===== src/design/pcm_pkg.sv =====
package pcm_pkg;
	localparam int CLK_HZ = 200_000_000;
	localparam int PWM_HZ = 100_000;
	// Up-down counter: one half period counts each way
	localparam int HALF_CNT = CLK_HZ / (2 * PWM_HZ);
	localparam int CNT_W = 11;
	localparam int REF_W = 12;
	localparam int SLOPE_W = 8;
	localparam int DB_W = 14;
	localparam logic [CNT_W-1:0] HALF_TOP = CNT_W'(HALF_CNT);
	localparam logic [CNT_W-1:0] HALF_LAST = CNT_W'(HALF_CNT - 1);
	localparam logic [CNT_W-1:0] CNT_ZERO = 11'h000;
	localparam logic [CNT_W-1:0] CNT_ONE = 11'h001;
	localparam logic [DB_W-1:0] DB_RESET = 14'h0000;
	localparam logic [REF_W-1:0] SAMPLE_RESET = 12'h000;
endpackage : pcm_pkg


===== src/design/pcm_pair_if.sv =====
interface pcm_pair_if;
	import pcm_pkg::*;
	logic run;
	logic sel_b;
	logic [DB_W-1:0] dead;
	logic out_a;
	logic out_b;
	modport ctl (output run, output sel_b, output dead, input out_a, input out_b);
	modport pair (input run, input sel_b, input dead, output out_a, output out_b);
endinterface : pcm_pair_if


===== src/design/pcm_bridge.sv =====
module pcm_bridge (
	// Clock, reset, enable
	input wire logic ref_clk,
	input wire logic rst_n,
	input wire logic ce,
	// Settings from control software
	input wire logic output_enable_flag,
	input wire logic peak_mode_select,
	input wire logic [pcm_pkg::CNT_W-1:0] phase_shift_setting,
	input wire logic [pcm_pkg::REF_W-1:0] peak_ref,
	input wire logic [pcm_pkg::SLOPE_W-1:0] slope_step,
	input wire logic [pcm_pkg::DB_W-1:0] master_deadband,
	input wire logic [pcm_pkg::DB_W-1:0] active_to_passive_deadband,
	input wire logic [pcm_pkg::DB_W-1:0] rect_deadband,
	// Sense inputs from pins
	input wire logic [pcm_pkg::REF_W-1:0] i_sense,
	input wire logic [pcm_pkg::REF_W-1:0] adc_sample,
	// Gate drives
	output logic q1,
	output logic q4,
	output logic q2,
	output logic q3,
	output logic q5,
	output logic q6,
	// Status
	output logic ctrl_irq,
	output logic trip_seen,
	output logic [pcm_pkg::REF_W-1:0] adc_monitor
);
	import pcm_pkg::*;

	typedef struct packed {
		logic [REF_W-1:0] isen_s1;
		logic [REF_W-1:0] isen_s2;
		logic [REF_W-1:0] adc_s1;
		logic [REF_W-1:0] adc_s2;
		logic [CNT_W-1:0] cnt;
		logic up;
		logic done;
		logic leg2_b;
		logic [DB_W-1:0] rect_db;
		logic irq;
		logic trip;
		logic cmp_prev;
		logic [REF_W-1:0] adc_mon;
	} pcm_bridge_s;

	pcm_bridge_s cur;
	pcm_bridge_s next_cur;

	pcm_pair_if master_if ();
	pcm_pair_if leg2_if ();
	pcm_pair_if rect_if ();

	logic [CNT_W-1:0] half_pos;
	logic [REF_W+SLOPE_W-1:0] ramp_drop;
	logic [REF_W-1:0] ramp_ref;
	logic cmp_hit;
	logic half_start;
	logic half_end;
	logic flip;

	always_comb begin
		half_pos = cur.up ? cur.cnt : (HALF_TOP - cur.cnt);
		ramp_drop = (REF_W+SLOPE_W)'(slope_step) * (REF_W+SLOPE_W)'(half_pos);
		if (ramp_drop >= (REF_W+SLOPE_W)'(peak_ref)) begin
			ramp_ref = SAMPLE_RESET;
		end else begin
			ramp_ref = peak_ref - ramp_drop[REF_W-1:0];
		end
		cmp_hit = (cur.isen_s2 >= ramp_ref);
	end

	always_comb begin
		next_cur = cur;
		// Sense pins pass two stages first
		next_cur.isen_s1 = i_sense;
		next_cur.isen_s2 = cur.isen_s1;
		next_cur.adc_s1 = adc_sample;
		next_cur.adc_s2 = cur.adc_s1;
		next_cur.irq = 1'b0;
		next_cur.cmp_prev = cmp_hit;
		half_start = (cur.cnt == CNT_ZERO) || (cur.cnt == HALF_TOP);
		half_end = (half_pos == HALF_LAST);
		flip = 1'b0;

		if (cur.up) begin
			if (cur.cnt == HALF_LAST) begin
				next_cur.cnt = HALF_TOP;
				next_cur.up = 1'b0;
			end else begin
				next_cur.cnt = cur.cnt + 1'b1;
			end
		end else begin
			if (cur.cnt == CNT_ONE) begin
				next_cur.cnt = CNT_ZERO;
				next_cur.up = 1'b1;
				next_cur.irq = 1'b1;
				// rectifier setting taken at period edge
				next_cur.rect_db = rect_deadband;
			end else begin
				next_cur.cnt = cur.cnt - 1'b1;
			end
		end

		// period is twice the half count
		if (half_start) begin
			next_cur.done = 1'b0;
			next_cur.trip = 1'b0;
		end

		if (!cur.done || half_start) begin
			if (peak_mode_select) begin
				// comparator trip acts on outputs
				// Rising edge only: stale sense across half start must not trip
				flip = cmp_hit && !cur.cmp_prev && output_enable_flag;
				next_cur.trip = flip;
			end else begin
				flip = (half_pos == phase_shift_setting);
			end
			// Without a trip or phase match, switch at the half end
			if (half_end) begin
				flip = 1'b1;
			end
		end

		if (flip) begin
			next_cur.leg2_b = !cur.leg2_b;
			next_cur.done = 1'b1;
		end

		if (cur.irq) begin
			next_cur.adc_mon = cur.adc_s2;
		end
	end

	always_ff @(posedge ref_clk or negedge rst_n) begin
		if (!rst_n) begin
			cur <= '0;
			cur.up <= 1'b1;
			cur.rect_db <= DB_RESET;
		end else if (ce) begin
			cur <= next_cur;
		end
	end

	assign master_if.run = output_enable_flag;
	assign master_if.sel_b = !cur.up;
	assign master_if.dead = master_deadband;

	assign leg2_if.run = output_enable_flag;
	assign leg2_if.sel_b = cur.leg2_b;
	assign leg2_if.dead = active_to_passive_deadband;

	assign rect_if.run = output_enable_flag;
	assign rect_if.sel_b = cur.leg2_b;
	assign rect_if.dead = cur.rect_db;

	pcm_pair u_master (
		.ref_clk(ref_clk),
		.rst_n(rst_n),
		.ce(ce),
		.pif(master_if)
	);

	pcm_pair u_leg2 (
		.ref_clk(ref_clk),
		.rst_n(rst_n),
		.ce(ce),
		.pif(leg2_if)
	);

	pcm_pair u_rect (
		.ref_clk(ref_clk),
		.rst_n(rst_n),
		.ce(ce),
		.pif(rect_if)
	);

	assign q1 = master_if.out_a;
	assign q4 = master_if.out_b;
	assign q2 = leg2_if.out_a;
	assign q3 = leg2_if.out_b;
	assign q5 = rect_if.out_a;
	assign q6 = rect_if.out_b;
	assign ctrl_irq = cur.irq;
	assign trip_seen = cur.trip;
	assign adc_monitor = cur.adc_mon;
endmodule : pcm_bridge


===== src/design/pcm_pair.sv =====
module pcm_pair (
	// Clock and reset
	input wire logic ref_clk,
	input wire logic rst_n,
	input wire logic ce,
	// Pair control and outputs
	pcm_pair_if.pair pif
);
	import pcm_pkg::*;

	typedef struct packed {
		logic a;
		logic b;
		logic [DB_W-1:0] cnt;
	} pcm_pair_s;

	pcm_pair_s cur;
	pcm_pair_s next_cur;

	always_comb begin
		next_cur = cur;
		if (!pif.run) begin
			next_cur.a = 1'b0;
			next_cur.b = 1'b0;
			next_cur.cnt = DB_RESET;
		end else if (!pif.sel_b) begin
			next_cur.b = 1'b0;
			if (cur.b) begin
				next_cur.cnt = DB_RESET;
			end else if (!cur.a) begin
				if (cur.cnt >= pif.dead) begin
					next_cur.a = 1'b1;
				end else begin
					next_cur.cnt = cur.cnt + 1'b1;
				end
			end
		end else begin
			next_cur.a = 1'b0;
			if (cur.a) begin
				next_cur.cnt = DB_RESET;
			end else if (!cur.b) begin
				if (cur.cnt >= pif.dead) begin
					next_cur.b = 1'b1;
				end else begin
					next_cur.cnt = cur.cnt + 1'b1;
				end
			end
		end
	end

	always_ff @(posedge ref_clk or negedge rst_n) begin
		if (!rst_n) begin
			cur <= '0;
		end else if (ce) begin
			cur <= next_cur;
		end
	end

	assign pif.out_a = cur.a;
	assign pif.out_b = cur.b;
endmodule : pcm_pair


===== config.mk =====
export PLATFORM = sky130hd
export DESIGN_NAME = pcm_bridge
export DESIGN_NICKNAME = d
export VERILOG_FILES = /design/src/design/pcm_pkg.sv /design/src/design/pcm_pair_if.sv /design/src/design/pcm_bridge.sv /design/src/design/pcm_pair.sv
export SDC_FILE = /design/constraint.sdc
export NUM_CORES = 1
export LEC_CHECK = 0
export BUFFER_PORTS_ARGS = -buffer_cell sky130_fd_sc_hd__buf_2
export CAP_MARGIN = 10
export CORE_MARGIN = 5
export CORE_UTILIZATION = 65
export DETAILED_ROUTE_END_ITERATION = 12
export PLACE_DENSITY = 0.84
export SLEW_MARGIN = 0
export SYNTH_ARGS = -nofsm -noshare
export SYNTH_HDL_FRONTEND = slang
export SYNTH_SLANG_ARGS = --single-unit

===== constraint.sdc =====
create_clock -name ref_clk -period 16.8 [get_ports ref_clk]
set_input_delay 1.68 -clock ref_clk [delete_from_list [all_inputs] [get_ports ref_clk]]
set_output_delay 1.68 -clock ref_clk [all_outputs]
set_load 0.05 [all_outputs]

# After elaboration in Yosys (flattened, before gate mapping)
# Cells that the tools add are included.
# word_totals
wordCells	125
ff_bits	139
out_inout_bits	20
input_bits	102
# classes
n_reduce_logical	22
addsub	7
order_cmp	5
multipliers	1
mux	50
eq_ne	17
n_bitwise	1
# ops
op	count
$mux 14	12
$mux 16	6
$mux 15	3
$add 14x1->14 const B	3
$ge 14x14->1	3
$eq 11x10->1 const B	3
$mux 11	3
$mux 12	2
$mux 1	23
$ge 19x12->1	1
$mul 8x11->19	1
$ne 3x3->1 const B	6
$reduce_and 2->1	9
$ge 12x12->1	1
$ne 4x3->1 const B	3
$ne 4x4->1 const B	3
$reduce_and 3->1	4
$sub 12x12->12	1
$add 11x1->11 const B	1
$eq 11x1->1 const B	1
$eq 11x11->1	1
$logic_not 11->1	1
$sub 10x11->11 const A	1
$sub 11x1->11 const B	1
other kinds (6)	10

# Logic depth before layout (Yosys ltp)
# Gate-level depths: netlist of the first run.
# depth
word_depth	13
ltp_mapped	37
mapped_depth_nobuf	35

# By module
# A second synthesis of the first run with hierarchy kept.
# hier_totals
hier_cells	1355
hier_area_um2	12384.4
# modules_own_cells
module	seq_area_each_um2	instances	area_each_um2	cells_per_inst
pcm_bridge	2278.4	1	8311.7	865
pcm_pair (u_master)	400.4	1	1422.6	173
pcm_pair (u_rect)	400.4	1	1330.0	156
pcm_pair (u_leg2)	400.4	1	1320.0	161

# Worst setup path after synthesis of the first run
# No wires, ideal clock.
# synth_timing
path_kind	input-to-reg
startpoint	input port slope_step[7] in the netlist's numbering
endpoint	register cur (netlist bit leg2_if.sel_b)
path_slack_ns	8.146
arrival_ns	8.574
path_buffers	3
stages	33
required_ns	16.720
setup_ns	0.080
path_cell_list	clkbuf_1 > nand2_1 > fa_1 > fa_1 > inv_1 > fa_1 > inv_1 > fa_1 > inv_1 > ha_1 > o21a_1 > o21a_1 > o22ai_1 > xnor2_1 > ha_1 > clkbuf_1 > nand4_1 > nor2_1 > a21boi_0 > o31ai_1 > o2111ai_1 > nor4_1 > buf_2 > nand2_1 > ha_1 > a211oi_1 > nor2_1 > nor4_1 > nor2_1 > o31a_1 > a41o_1 > o21ai_1 > xnor2_1
# synth_between
elab_chain_cells	10
word_cells_on_any_way	11
classes_between	add/sub (1); mul (1); order compare (2); mux (4); reduce/logical (3)
# synth_rtl
item	line	text
start, declared	pcm_bridge.sv:11	input wire logic [pcm_pkg::SLOPE_W-1:0] slope_step,
$mul 8x11->19 (*)	pcm_bridge.sv:65	ramp_drop = (REF_W+SLOPE_W)'(slope_step) * (REF_W+SLOPE_W)'(half_pos);
$ge 19x12->1 / $sub 12x12->12 (equally long branches)	pcm_bridge.sv:66, pcm_bridge.sv:69	
$mux 12 (*)	pcm_bridge.sv:66	if (ramp_drop >= (REF_W+SLOPE_W)'(peak_ref)) begin
$ge 12x12->1 (*)	pcm_bridge.sv:71	cmp_hit = (cur.isen_s2 >= ramp_ref);
$logic_and 1x1->1 (*) (2 in a row)	pcm_bridge.sv:116	flip = cmp_hit && !cur.cmp_prev && output_enable_flag;
$mux 1 (*)	pcm_bridge.sv:113	if (peak_mode_select) begin
$mux 1 (*)	pcm_bridge.sv:122	if (half_end) begin
$mux 1 (*)	pcm_bridge.sv:112	if (!cur.done || half_start) begin
$reduce_and 2->1 (no line) (*)	n/a	
end signal, assigned	pcm_bridge.sv:143	cur <= next_cur;
end, declared	pcm_bridge.sv:48	pcm_bridge_s cur;
# Mark *: on every way between the ends. The rest lies on a longest branch, timed or not.
# A chain may end at the register's enable or synchronous reset.

# Final worst setup path of the first run
# layout_timing
startpoint	register cur[32] in the netlist's numbering
endpoint	register cur (netlist bit leg2_if.sel_b)
# layout_between
elab_chain_cells	12
word_cells_on_any_way	19
classes_between	add/sub (2); mul (1); order compare (2); eq/ne (3); mux (5); reduce/logical (6)
# layout_rtl
item	line	text
$sub 10x11->11	pcm_bridge.sv:64	half_pos = cur.up ? cur.cnt : (HALF_TOP - cur.cnt);
$mux 11	pcm_bridge.sv:64	
$mul 8x11->19	pcm_bridge.sv:65	
$ge 19x12->1 / $sub 12x12->12 (equally long branches)	pcm_bridge.sv:66, pcm_bridge.sv:69	
$mux 12	pcm_bridge.sv:66	
$ge 12x12->1	pcm_bridge.sv:71	
$logic_and 1x1->1 (2 in a row)	pcm_bridge.sv:116	
$mux 1	pcm_bridge.sv:113	
$mux 1	pcm_bridge.sv:122	
$mux 1 (*)	pcm_bridge.sv:112	
$reduce_and 2->1 (no line) (*)	n/a	
# Marked as above.

==> results of run 1 <==
[cells in the final DEF (no fill, tap or decap), types with 9 or more instances in the layout]
| master | netlist | layout |
|---|---|---|
| nor2b_1 | 39 | 39 |
| o21ai_1 | 20 | 20 |
| o21a_1 | 13 | 13 |
| xnor2_1 | 36 | 36 |
| nand4_1 | 20 | 20 |
| and2_1 | 32 | 32 |
| inv_1 | 176 | 176 |
| a21o_1 | 20 | 20 |
| o211ai_1 | 10 | 10 |
| nand2b_1 | 28 | 28 |
| ha_1 | 122 | 122 |
| buf_2 | 10 | 120 |
| o21ai_0 | 58 | 58 |
| fa_1 | 55 | 55 |
| or3_1 | 10 | 10 |
| nor2_1 | 72 | 72 |
| a21oi_1 | 71 | 71 |
| nand2_1 | 117 | 117 |
| nor3_1 | 16 | 16 |
| clkbuf_16 | 0 | 17 |
| dfrtp_1 | 138 | 138 |
| xor2_1 | 16 | 16 |
| mux2_2 | 61 | 61 |
| and3_1 | 10 | 10 |
| nand3_1 | 34 | 34 |
| nor4_1 | 9 | 9 |
[metrics by stage]
stage	hold slack (ps)	utilization	instance area (µm²)	setup slack [ps]
6_report	500.4	0.7228	13480	7479
5_1_grt	526.6	0.7228	13480	6745
2_1_floorplan	449.2	-	12230	8146
4_1_cts	502.9	0.7228	13480	7520
3_5_place_dp	484.2	0.6917	12900	7540
3_3_place_gp	473.8	0.6917	12900	7872
[logic make-up (layout without fill, tap and decap cells)]
| kind of cell | after synthesis | in the layout | share of synthesized area |
|---|---|---|---|
| compound gates | 275 | 275 | 0.1497 |
| xor+xnor | 54 | 54 | 0.04041 |
| fa+ha+maj | 177 | 177 | 0.2149 |
| buf+inv | 234 | 334 | 0.07653 |
| flops | 139 | 139 | 0.2845 |
| mux | 69 | 69 | 0.06272 |
| simple gates | 412 | 412 | 0.1713 |
[registers in the layout, summed over array words and instances (netlist names)]
register and count:
adc_monitor 12, ctrl_irq 1, cur 62, leg2_if.sel_b 1, rect_if.dead 14, trip_seen 1
u_leg2.cur 14, u_leg2.pif.out_a 1, u_leg2.pif.out_b 1, u_master.cur 14, u_master.pif.out_a 1, u_master.pif.out_b 1
u_rect.cur 14, u_rect.pif.out_a 1, u_rect.pif.out_b 1
[layout make-up]
type                    count  area share
repair buffers            126     0.04819
clock buffers              17     0.03157
multi-input cells         987      0.5799
clock inverters            15     0.01142
well taps                 234     0.02173
flip-flops and latches    139      0.2582
inverters                 176     0.04903
[layer usage]
metal	routed length, µm	share of wire
met4	594	0.022
met2	13940	0.51
met3	1373	0.050
met1	11580	0.42
met5	0	0
[path summary, 6_finish.rpt]
check                      slack, ps                    endpoint
setup / recovery                7480   leg2_if.sel_b$_DFFE_PN0P_
hold / removal                   500         cur[49]$_DFFE_PN0P_
setup reg to reg                7480   leg2_if.sel_b$_DFFE_PN0P_
hold reg to reg                  500         cur[49]$_DFFE_PN0P_
max in group asynchronous      14240   u_rect.cur[0]$_DFFE_PN0P_
min in group asynchronous       1300  adc_monitor[7]$_DFFE_PN0P_
==> metrics.log, run 1 <==
[metrics] status: finished clean
[metrics] first element of the critical path: cur[32]$_DFFE_PN0P_
[metrics] number of warning messages in the yosys log: 0
[metrics] count of flip-flops with a built-in enable after synthesis: 0
[metrics] synthesized area: 12,230 µm²
[metrics] dpl hpwl: 20,890 µm
[metrics] WS Path Type: flop to flop
[metrics] initial antenna violation count: 0
[metrics] synth-to-layout area growth: 10.19%
[metrics] max-cap violations: 0
[metrics] post-route setup TNS: 0 ps
[metrics] final cell count without fillers: 1,694
[metrics] worst hold stages: 1
[metrics] Worst path top cell family by delay: adder cells
[metrics] count leader, synth: inv_1
[metrics] number of placed instances with taps included: 1,662
[metrics] Nets: 1,726
[metrics] number of standard-cell rows in the floorplan: 50
[metrics] DRC violation count after routing: 0
[metrics] CTS-repair resized insts: 0
[metrics] post-synthesis sequential area ratio: 0.2845
[metrics] Initial DRC Count: 490
[metrics] element type at the critical path end: flop
[metrics] global-route track usage on met3: 0.04102
[metrics] Yosys top cell area share: 0.2824
[metrics] Port-buffer cells: 121
[metrics] share of the clock period used by the worst path: 0.5548
[metrics] placer's final routability congestion estimate: 0.8763
[metrics] cell at the slowest stage of the critical path: dfrtp_1
[metrics] slew at the pin closest to its max-slew limit: 1151 ps
[metrics] number of standard cells after synthesis: 1,360
[metrics] number of vias per cell after detailed routing: 5.843
[metrics] core area: 18,640 µm²
[metrics] global-route usage over all layers: 0.2599
[metrics] number of buffers inserted to repair setup after CTS: 0
[metrics] async set or reset register ratio after synthesis: 1.000
[metrics] startpoint of the lowest-slack hold path: cur[61]$_DFFE_PN0P_
[metrics] Antenna diodes: 0
[metrics] largest cells by area after synthesis: dfrtp_1, ha_1, fa_1
[metrics] pin count of the biggest net entering global routing: 83
[metrics] kind of launch point of the worst setup path: flop
[metrics] top achievable clock speed: 0.1073 GHz
[metrics] flops & latches, synth: 139
[metrics] Tightest Hold Check Type: flop to flop
[metrics] R2R depth: 36
[metrics] final hold violation count: 0
[metrics] maximum clock path buffer count: 2
[metrics] top post-synthesis cells by count: inv_1, dfrtp_1, ha_1
[metrics] die height: 147.2 µm
[metrics] Sink Count: 139
[metrics] CTS H-tree lvls: 4
[metrics] die area: 21,660 µm²
[metrics] critical path data arrival time: 9650 ps
[metrics] via count of the first global-routing pass: 9,919
[metrics] Most Crowded Layer GR: met2
[metrics] Main synth FF type: dfrtp_1
[metrics] final setup fails: 0
[metrics] slowest stage delay, CP: 730 ps
[metrics] met1 usage: 0.3377
[metrics] met2 usage in global routing: 0.4493
[metrics] final routed wire length divided by cell count: 16.23 µm
[metrics] clock root cell: clkbuf_16
[metrics] I/O pin count: 122
[metrics] critical path depth: 36
[metrics] initial standard-cell utilization of the core: 0.6560
[metrics] Worst Path Buf+Inv: 5
[metrics] library cell occupying the most area in the post-synthesis netlist: dfrtp_1
[metrics] critical path fanouts, max: 16
[metrics] clock insertion delay at the later pin of the skew report: 410 ps
[metrics] final period demand of the worst path: 9321 ps
[metrics] vias after detailed routing: 9,898
[metrics] fraction of layout instances using a drive strength above 1: 0.1699
[metrics] number of buffers created by CTS: 17
[metrics] Post-Syn Area per Cell: 8.992 µm²
[metrics] first-pass iteration count of the detailed router: 5
[metrics] clock edge transition at the registers on the reported setup and hold paths: 70 ps
[metrics] remaining number of nets flagged by the antenna check after routing: 0
[metrics] area taken by multi-input logic gates: 7814 µm²
[metrics] DIE WIDTH: 147.2 µm
[metrics] worst endpoint required time: 17,130 ps
[metrics] count of different cell masters after synthesis: 79
[metrics] Slew Limit Fails: 0
[metrics] unrepaired setup endpoints after global routing: no
[metrics] post-route clock skew: 9.657 ps
[metrics] launching point of the worst reg2reg path: cur[32]$_DFFE_PN0P_
[metrics] global-route wire length before repair: 47,020 µm
[metrics] overflow left after global routing: 0
[metrics] fill cell instance count of the final layout: 1,387
[metrics] Storage cell area: 3480 µm²
[metrics] slew margin rel.: 0.2326
[metrics] clock tree from TritonCTS: built
[metrics] total wire length: 27,490 µm
[metrics] net count of the mapped netlist: 1,639
[metrics] number of hold buffers added after CTS: 0
Power of run 1 is not shown: default switching activity piles up to over one toggle a cycle in this logic, so the estimate is an artifact.
==> inputs of run 2 (changes only) <==
- CORE_UTILIZATION: 65 -> 55
- PLACE_DENSITY: 0.84 -> 0.75
- clock period: 16.8 -> 7.6 ns (I/O delays scaled with it)
==> run 2 against run 1 <==
The flow now finishes with violations (setup timing). Via count increased by 3.4%. Non-clock buffer count grew 73. First-iteration DRC count up 8.6%. Critical path depth decreased by 1. Maximum frequency is 22% higher. Worst hold slack worse by 130 ps. Critical path type unchanged. Largest cell class unchanged.
==> metrics.log, run 2 (synthesized netlist as in run 1, its figures left out) <==
[metrics] status: complete, but fails checks (was finished clean)
[metrics] violated checks: setup timing
[metrics] DIE WIDTH: 159.1 µm (was 147.2 µm)
[metrics] uppermost layer routed: met4 (unchanged)
[metrics] total wire length: 28,960 µm (was 27,490 µm)
[metrics] cell at the slowest stage of the critical path: fa_1 (was dfrtp_1)
[metrics] final cell count without fillers: 1,812 (was 1,694)
[metrics] Initial DRC Count: 532 (was 490)
[metrics] final routed wire length divided by cell count: 15.98 µm (was 16.23 µm)
[metrics] I/O pin count: 122 (unchanged)
[metrics] remaining number of nets flagged by the antenna check after routing: 0 (unchanged)
[metrics] Sink Count: 139 (unchanged)
[metrics] first-pass iteration count of the detailed router: 5 (unchanged)
[metrics] Nets: 1,799 (was 1,726)
[metrics] pin count of the biggest net entering global routing: 81 (was 83)
[metrics] placer's final routability congestion estimate: 0.8775 (was 0.8763)
[metrics] number of hold buffers added after CTS: 0 (unchanged)
[metrics] number of placed instances with taps included: 1,763 (was 1,662)
[metrics] commonest cells after routing, fill and taps aside: inv_1, dfrtp_1, buf_2, nand2_1, ha_1 (was inv_1, dfrtp_1, ha_1, buf_2, nand2_1)
[metrics] maximum clock path buffer count: 2 (unchanged)
[metrics] synth-to-layout area growth: 19.17% (was 10.19%)
[metrics] worst endpoint required time: 7890 ps (was 17,130 ps)
[metrics] critical path fanouts, max: 8 (was 16)
[metrics] clock edge transition at the registers on the reported setup and hold paths: 60 ps (was 70 ps)
[metrics] final period demand of the worst path: 7670 ps (was 9321 ps)
[metrics] met2 wirelength from detailed routing: 14,860 µm (was 13,940 µm)
[metrics] kind of launch point of the worst setup path: flop (unchanged)
[metrics] detailed-routed wire length on met3: 1228 µm (was 1373 µm)
[metrics] slowest stage delay, CP: 520 ps (was 730 ps)
[metrics] vias after detailed routing: 10,240 (was 9,898)
[metrics] final setup fails: 2 (was 0)
[metrics] fraction of layout instances using a drive strength above 1: 0.2565 (was 0.1699)
[metrics] die area: 25,320 µm² (was 21,660 µm²)
[metrics] initial standard-cell utilization of the core: 0.5586 (was 0.6560)
[metrics] number of standard-cell rows in the floorplan: 54 (was 50)
[metrics] post-route clock skew: 6.692 ps (was 9.657 ps)
[metrics] setup slack after layout: -69.59 ps (was 7479 ps)
[metrics] global-route usage over all layers: 0.2259 (was 0.2599)
[metrics] via count of the first global-routing pass: 10,410 (was 9,919)
[metrics] overflow left after global routing: 0 (unchanged)
[metrics] DRC violation count after routing: 0 (unchanged)
[metrics] Port-buffer cells: 121 (unchanged)
[metrics] leading cell type in the layout, fill and taps excluded: inv_1 (unchanged)
[metrics] slew margin rel.: 0.2074 (was 0.2326)
[metrics] global-route wire length before repair: 48,730 µm (was 47,020 µm)
[metrics] critical path data arrival time: 7960 ps (was 9650 ps)
[metrics] Tightest Hold Check Type: input pin to asynchronous set/reset pin (was flop to flop)
[metrics] initial antenna violation count: 0 (unchanged)
[metrics] Slew Limit Fails: 0 (unchanged)
[metrics] max reg flops: 62 (unchanged)
[metrics] dpl hpwl: 21,970 µm (was 20,890 µm)
[metrics] M1 WL: 11,850 µm (was 11,580 µm)
[metrics] clock root cell: clkbuf_16 (unchanged)
[metrics] end-of-flow core utilization: 0.6658 (was 0.7228)
[metrics] clock tree from TritonCTS: built (unchanged)
[metrics] slew at the pin closest to its max-slew limit: 1189 ps (was 1151 ps)
[metrics] final hold violation count: 0 (unchanged)
[metrics] element type at the critical path end: flop (unchanged)
[metrics] Antenna diodes: 0 (unchanged)
[metrics] core area: 21,890 µm² (was 18,640 µm²)
[metrics] die height: 159.1 µm (was 147.2 µm)
[metrics] clock insertion delay at the later pin of the skew report: 420 ps (was 410 ps)
[metrics] number of vias per cell after detailed routing: 5.650 (was 5.843)
[metrics] number of buffers created by CTS: 17 (unchanged)
[metrics] register with the most flip-flops: cur (unchanged)
[metrics] unrepaired setup endpoints after global routing: yes (was no)
[metrics] WS Path Type: flop to flop (unchanged)
[metrics] share of the clock period used by the worst path: 1.009 (was 0.5548)
[metrics] CP most frequent cell: fa_1
[metrics] top achievable clock speed: 0.1304 GHz (was 0.1073 GHz)
[metrics] max-cap violations: 0 (unchanged)
[metrics] CTS H-tree lvls: 4 (unchanged)
run 2: changes by cell type in the layout (fill, tap and decap cells not counted), moves of 5 or more:
cell	before	now
inv_6	7	1
ha_4	0	11
buf_4	5	72
a21oi_2	1	6
ha_1	122	107
nand2_1	117	108
a21oi_1	71	66
xnor2_1	36	30
buf_6	1	7
o21ai_0	58	52
inv_2	0	5
nand2_2	0	7
inv_1	176	169
run 2: final timing paths:
check | startpoint | endpoint | slack (ps) | cells after the start
min reg2reg | cur[79]$_DFFE_PN0P_ | cur[67]$_DFFE_PN0P_ | 480 | 2
max | cur[32]$_DFFE_PN0P_ | leg2_if.sel_b$_DFFE_PN0P_ | -70 | 35
min in group ref_clk | cur[79]$_DFFE_PN0P_ | cur[67]$_DFFE_PN0P_ | 480 | 2
min | rst_n | cur[49]$_DFFE_PN0P_ | 370 | 1
max in group asynchronous | rst_n | cur[34]$_DFFE_PN0P_ | 5910 | 2
max reg2reg | cur[32]$_DFFE_PN0P_ | leg2_if.sel_b$_DFFE_PN0P_ | -70 | 35
run 2: routing by layer:
layer | GRT usage | up-vias
li1 | - | 4954
met1 | 0.2693 | 4964
met2 | 0.4037 | 246
met3 | 0.04038 | 74
met4 | 0.08957 | 0
met5 | 0 | -
run 2: what timing repair did:
action / CTS / global route
setup buffers: 9 / 9
gates resized for setup: 22 / 46
setup endpoints to repair: 3 / 4
pin swaps: 37 / 54
run 2: worst max-delay path, delay by kind of cell, from the launching register on:
family	cells	cell delay, ps
buffers and inverters	5	510
AO/OA/AOI/OAI	11	2120
XOR/XNOR	3	490
AND/OR/NAND/NOR	9	1280
adder cells (fa/ha/maj)	7	2680
flip-flops	1	440
run 2: through the flow:
step | hold WS (ps) | setup WS [ps] | instance area [µm²] | TNS (ps)
2_1_floorplan | 449.2 | 2.588 | 12420 | 0
3_3_place_gp | 470.9 | 52.29 | 13540 | 0
3_5_place_dp | 474.8 | -176.3 | 13540 | -371.4
4_1_cts | 395.6 | -30.78 | 14310 | -34.28
5_1_grt | 429.2 | -493.0 | 14570 | -1387
6_report | 372.9 | -69.59 | 14570 | -102.9
run 2: final cells by class:
cell class | count | area (µm²)
Inverter | 176 | 665.6
Tap cell | 280 | 350.3
Clock inverter | 10 | 116.4
Sequential cell | 139 | 3485
Clock buffer | 21 | 470.5
Timing Repair Buffer | 199 | 1220
Fill cell | 1750 | 7317
Multi-Input combinational cell | 987 | 8267
Power of run 2 is left out for the same reason.
==> inputs of run 3 (changes only) <==
- CELL_PAD_IN_SITES_DETAIL_PLACEMENT: unset -> 2
- CELL_PAD_IN_SITES_GLOBAL_PLACEMENT: unset -> 2
- CORE_UTILIZATION: 55 -> 34
- PLACE_DENSITY: 0.75 -> 0.74
- SYNTH_HIERARCHICAL: unset -> 1
==> run 3 against run 2 <==
The flow still finishes with violations (setup timing). Setup slack got worse by 690 ps. Flip-flop and latch count unchanged. Final area increased by 5.5%. First-iteration DRC count decreased by 34%. Highest routed layer unchanged. Global-route usage decreased by 2.2 points. Critical path depth increased by 3. Via count increased by 7.4%. Sequential share of layout area decreased by 1.3 points. Critical endpoint unchanged. Register-to-register slack got worse by 690 ps. Die area increased by 59%. Maximum frequency decreased by 8.3%.
==> metrics.log, run 3 <==
[metrics] status: complete, but fails checks (unchanged)
[metrics] violated checks: setup timing (unchanged)
[metrics] remaining number of nets flagged by the antenna check after routing: 0 (unchanged)
[metrics] DRC violation count after routing: 0 (unchanged)
[metrics] initial standard-cell utilization of the core: 0.3415 (was 0.5586)
[metrics] critical path fanouts, max: 9 (was 8)
[metrics] synthesized area: 12,380 µm² (was 12,230 µm²)
[metrics] overflow left after global routing: 0 (unchanged)
[metrics] core area: 36,260 µm² (was 21,890 µm²)
[metrics] critical path data arrival time: 8650 ps (was 7960 ps)
[metrics] Slew Limit Fails: 0 (unchanged)
[metrics] post-route clock skew: 13.16 ps (was 6.692 ps)
[metrics] net count of the mapped netlist: 1,634 (was 1,639)
[metrics] CP most frequent cell: fa_1 (unchanged)
[metrics] number of standard cells after synthesis: 1,355 (was 1,360)
[metrics] via count of the first global-routing pass: 12,560 (was 10,410)
[metrics] top achievable clock speed: 0.1196 GHz (was 0.1304 GHz)
[metrics] setup slack after layout: -763.0 ps (was -69.59 ps)
[metrics] total wire length: 41,580 µm (was 28,960 µm)
[metrics] synth-to-layout area growth: 24.19% (was 19.17%)
[metrics] DIE WIDTH: 200.9 µm (was 159.1 µm)
[metrics] share of the clock period used by the worst path: 1.100 (was 1.009)
[metrics] post-synthesis sequential area ratio: 0.2810 (was 0.2845)
[metrics] commonest cells after routing, fill and taps aside: inv_1, dfrtp_1, buf_4, buf_2 (was inv_1, dfrtp_1, buf_2, nand2_1, ha_1)
[metrics] max-cap violations: 0 (unchanged)
[metrics] Yosys top cell area share: 0.2788 (was 0.2824)
[metrics] Port-buffer cells: 121 (unchanged)
[metrics] leading cell type in the layout, fill and taps excluded: inv_1 (unchanged)
[metrics] count of different cell masters after synthesis: 86 (was 79)
[metrics] number of vias per cell after detailed routing: 5.352 (was 5.650)
[metrics] die area: 40,340 µm² (was 25,320 µm²)
[metrics] clock insertion delay at the later pin of the skew report: 420 ps (about the same)
[metrics] dpl hpwl: 31,840 µm (was 21,970 µm)
[metrics] flops & latches, synth: 139 (unchanged)
[metrics] largest cells by area after synthesis: dfrtp_1, ha_1, fa_1 (unchanged)
[metrics] Post-Syn Area per Cell: 9.140 µm² (was 8.992 µm²)
[metrics] final period demand of the worst path: 8363 ps (was 7670 ps)
[metrics] worst slack at placement: -1024 ps (was -176.3 ps)
[metrics] initial antenna violation count: 1 (was 0)
[metrics] final cell count without fillers: 2,054 (was 1,812)
[metrics] Nets: 1,851 (was 1,799)
[metrics] clock root cell: clkbuf_16 (unchanged)
[metrics] I/O pin count: 122 (unchanged)
[metrics] die height: 200.9 µm (was 159.1 µm)
[metrics] global-route usage over all layers: 0.2040 (was 0.2259)
[metrics] count leader, synth: inv_1 (unchanged)
[metrics] max reg flops: 62 (unchanged)
[metrics] number of warning messages in the yosys log: 6 (was 0)
[metrics] global-route wire length before repair: 67,740 µm (was 48,730 µm)
[metrics] unrepaired setup endpoints after global routing: yes (unchanged)
[metrics] top post-synthesis cells by count: inv_1, dfrtp_1, nand2_1 (was inv_1, dfrtp_1, ha_1)
[metrics] worst endpoint required time: 7880 ps (was 7890 ps)
[metrics] slew at the pin closest to its max-slew limit: 974.3 ps (was 1189 ps)
[metrics] number of hold buffers added after CTS: 0 (unchanged)
[metrics] kind of launch point of the worst setup path: flop (unchanged)
[metrics] clock edge transition at the registers on the reported setup and hold paths: 60 ps (about the same)
[metrics] element type at the critical path end: flop (unchanged)
[metrics] slowest stage delay, CP: 540 ps (was 520 ps)
[metrics] first-pass iteration count of the detailed router: 4 (was 5)
[metrics] library cell occupying the most area in the post-synthesis netlist: dfrtp_1 (unchanged)
[metrics] number of standard-cell rows in the floorplan: 70 (was 54)
[metrics] Main synth FF type: dfrtp_1 (unchanged)
[metrics] fraction of layout instances using a drive strength above 1: 0.2845 (was 0.2565)
[metrics] number of buffers created by CTS: 17 (unchanged)
[metrics] placer's final routability congestion estimate: 0.8357 (was 0.8775)
[metrics] CTS H-tree lvls: 4 (unchanged)
[metrics] clock tree from TritonCTS: built (unchanged)
[metrics] cell at the slowest stage of the critical path: fa_1 (unchanged)
[metrics] count of flip-flops with a built-in enable after synthesis: 0 (unchanged)
[metrics] vias after detailed routing: 10,990 (was 10,240)
[metrics] Sink Count: 139 (unchanged)
[metrics] Initial DRC Count: 351 (was 532)
[metrics] final setup fails: 4 (was 2)
[metrics] maximum clock path buffer count: 2 (unchanged)
[metrics] WS Path Type: flop to flop (unchanged)
[metrics] async set or reset register ratio after synthesis: 1.000 (unchanged)
[metrics] number of placed instances with taps included: 1,999 (was 1,763)
[metrics] Tightest Hold Check Type: input pin to asynchronous set/reset pin (unchanged)
[metrics] pin count of the biggest net entering global routing: 83 (was 81)
[metrics] post-route setup TNS: -2416 ps (was -102.9 ps)
[metrics] slew margin rel.: 0.3505 (was 0.2074)
[metrics] final routed wire length divided by cell count: 20.25 µm (was 15.98 µm)
[metrics] final hold violation count: 0 (unchanged)
[metrics] register with the most flip-flops: cur (unchanged)
==> run 3: cell count changes in the layout (fill, tap and decap cells not counted), sizes merged, moves of 7 or more <==
cell	change
nor4	+7
o311ai	+9
and2	+13
o21ai	-25
mux2	+14
buf	+56
and3	+8
inv	-8
nor2b	-8
o21a	-11
a32oi	+10
a31oi	+15
xnor2	-9
nor2	-14
==> run 3: kinds of logic (layout without fill, tap and decap cells) <==
family          Yosys count  count (layout)  share of synthesized area
compound gates          262             262                     0.1430
xor+xnor                 43              43                    0.03041
fa+ha+maj               177             177                     0.2122
buf+inv                 221             451                    0.07355
flops                   139             139                     0.2810
mux                      81              81                    0.07305
other cells               0               1                          0
simple gates            432             432                     0.1869
==> run 3: through the flow <==
| stage | cell area (µm²) | hold WS (ps) | util |
|---|---|---|---|
| after detailed placement | 14380 | 489.9 | 0.3965 |
| after floorplan | 12590 | 449.2 | - |
| after global placement | 14380 | 464.3 | 0.3965 |
| after CTS | 15280 | 413.2 | 0.4214 |
| after global routing | 15380 | 439.0 | 0.4242 |
| final | 15380 | 377.6 | 0.4242 |
==> run 3: area by class of cell <==
cell class | instances | area (µm²)
timing repair buffer | 255 | 1674
fill | 3960 | 20880
clock inverter | 14 | 185.2
tap | 468 | 585.6
multi-input combinational | 995 | 8394
antenna | 1 | 2.502
inverter | 164 | 618.1
clock buffer | 18 | 439.2
sequential | 139 | 3481
==> run 3: worst paths after layout <==
kind,start,to,slack [ps],cells past startpoint
setup / recovery,cur[32]$_DFFE_PN0P_,leg2_if.sel_b$_DFFE_PN0P_,-760,38
hold / removal,rst_n,adc_monitor[6]$_DFFE_PN0P_,380,1
setup reg to reg,cur[32]$_DFFE_PN0P_,leg2_if.sel_b$_DFFE_PN0P_,-760,38
hold reg to reg,cur[49]$_DFFE_PN0P_,adc_monitor[6]$_DFFE_PN0P_,500,1
max in group asynchronous,rst_n,u_leg2/cur[6]$_DFFE_PN0P_,5860,2
min in group ref_clk,cur[49]$_DFFE_PN0P_,adc_monitor[6]$_DFFE_PN0P_,500,1
==> run 3: metal layers <==
layer  wire [µm]  GRT usage  vias to the layer above
met5           0          0                        -
met4        1060    0.05580                        0
met3         819    0.02569                       57
met2       22240     0.3876                      140
met1       17460     0.2414                     5637
li1            -          -                     5158
==> run 3: what timing repair did <==
item / 4_1_cts / 5_1_grt
buffers inserted: 20 / 3
gates resized for setup: 28 / 14
pin swaps: 30 / 9
endpoints found under the setup margin: 4 / 4
==> run 3: critical path: cells and delay by family, from the launching register on <==
| kind | cells | cell delay, ps |
|---|---|---|
| flip-flops | 1 | 470 |
| XOR/XNOR | 3 | 570 |
| adder cells (fa/ha/maj) | 8 | 3070 |
| buffers and inverters | 6 | 540 |
| AO/OA/AOI/OAI | 12 | 2330 |
| AND/OR/NAND/NOR | 9 | 1210 |
Power of run 3 is left out for the same reason.
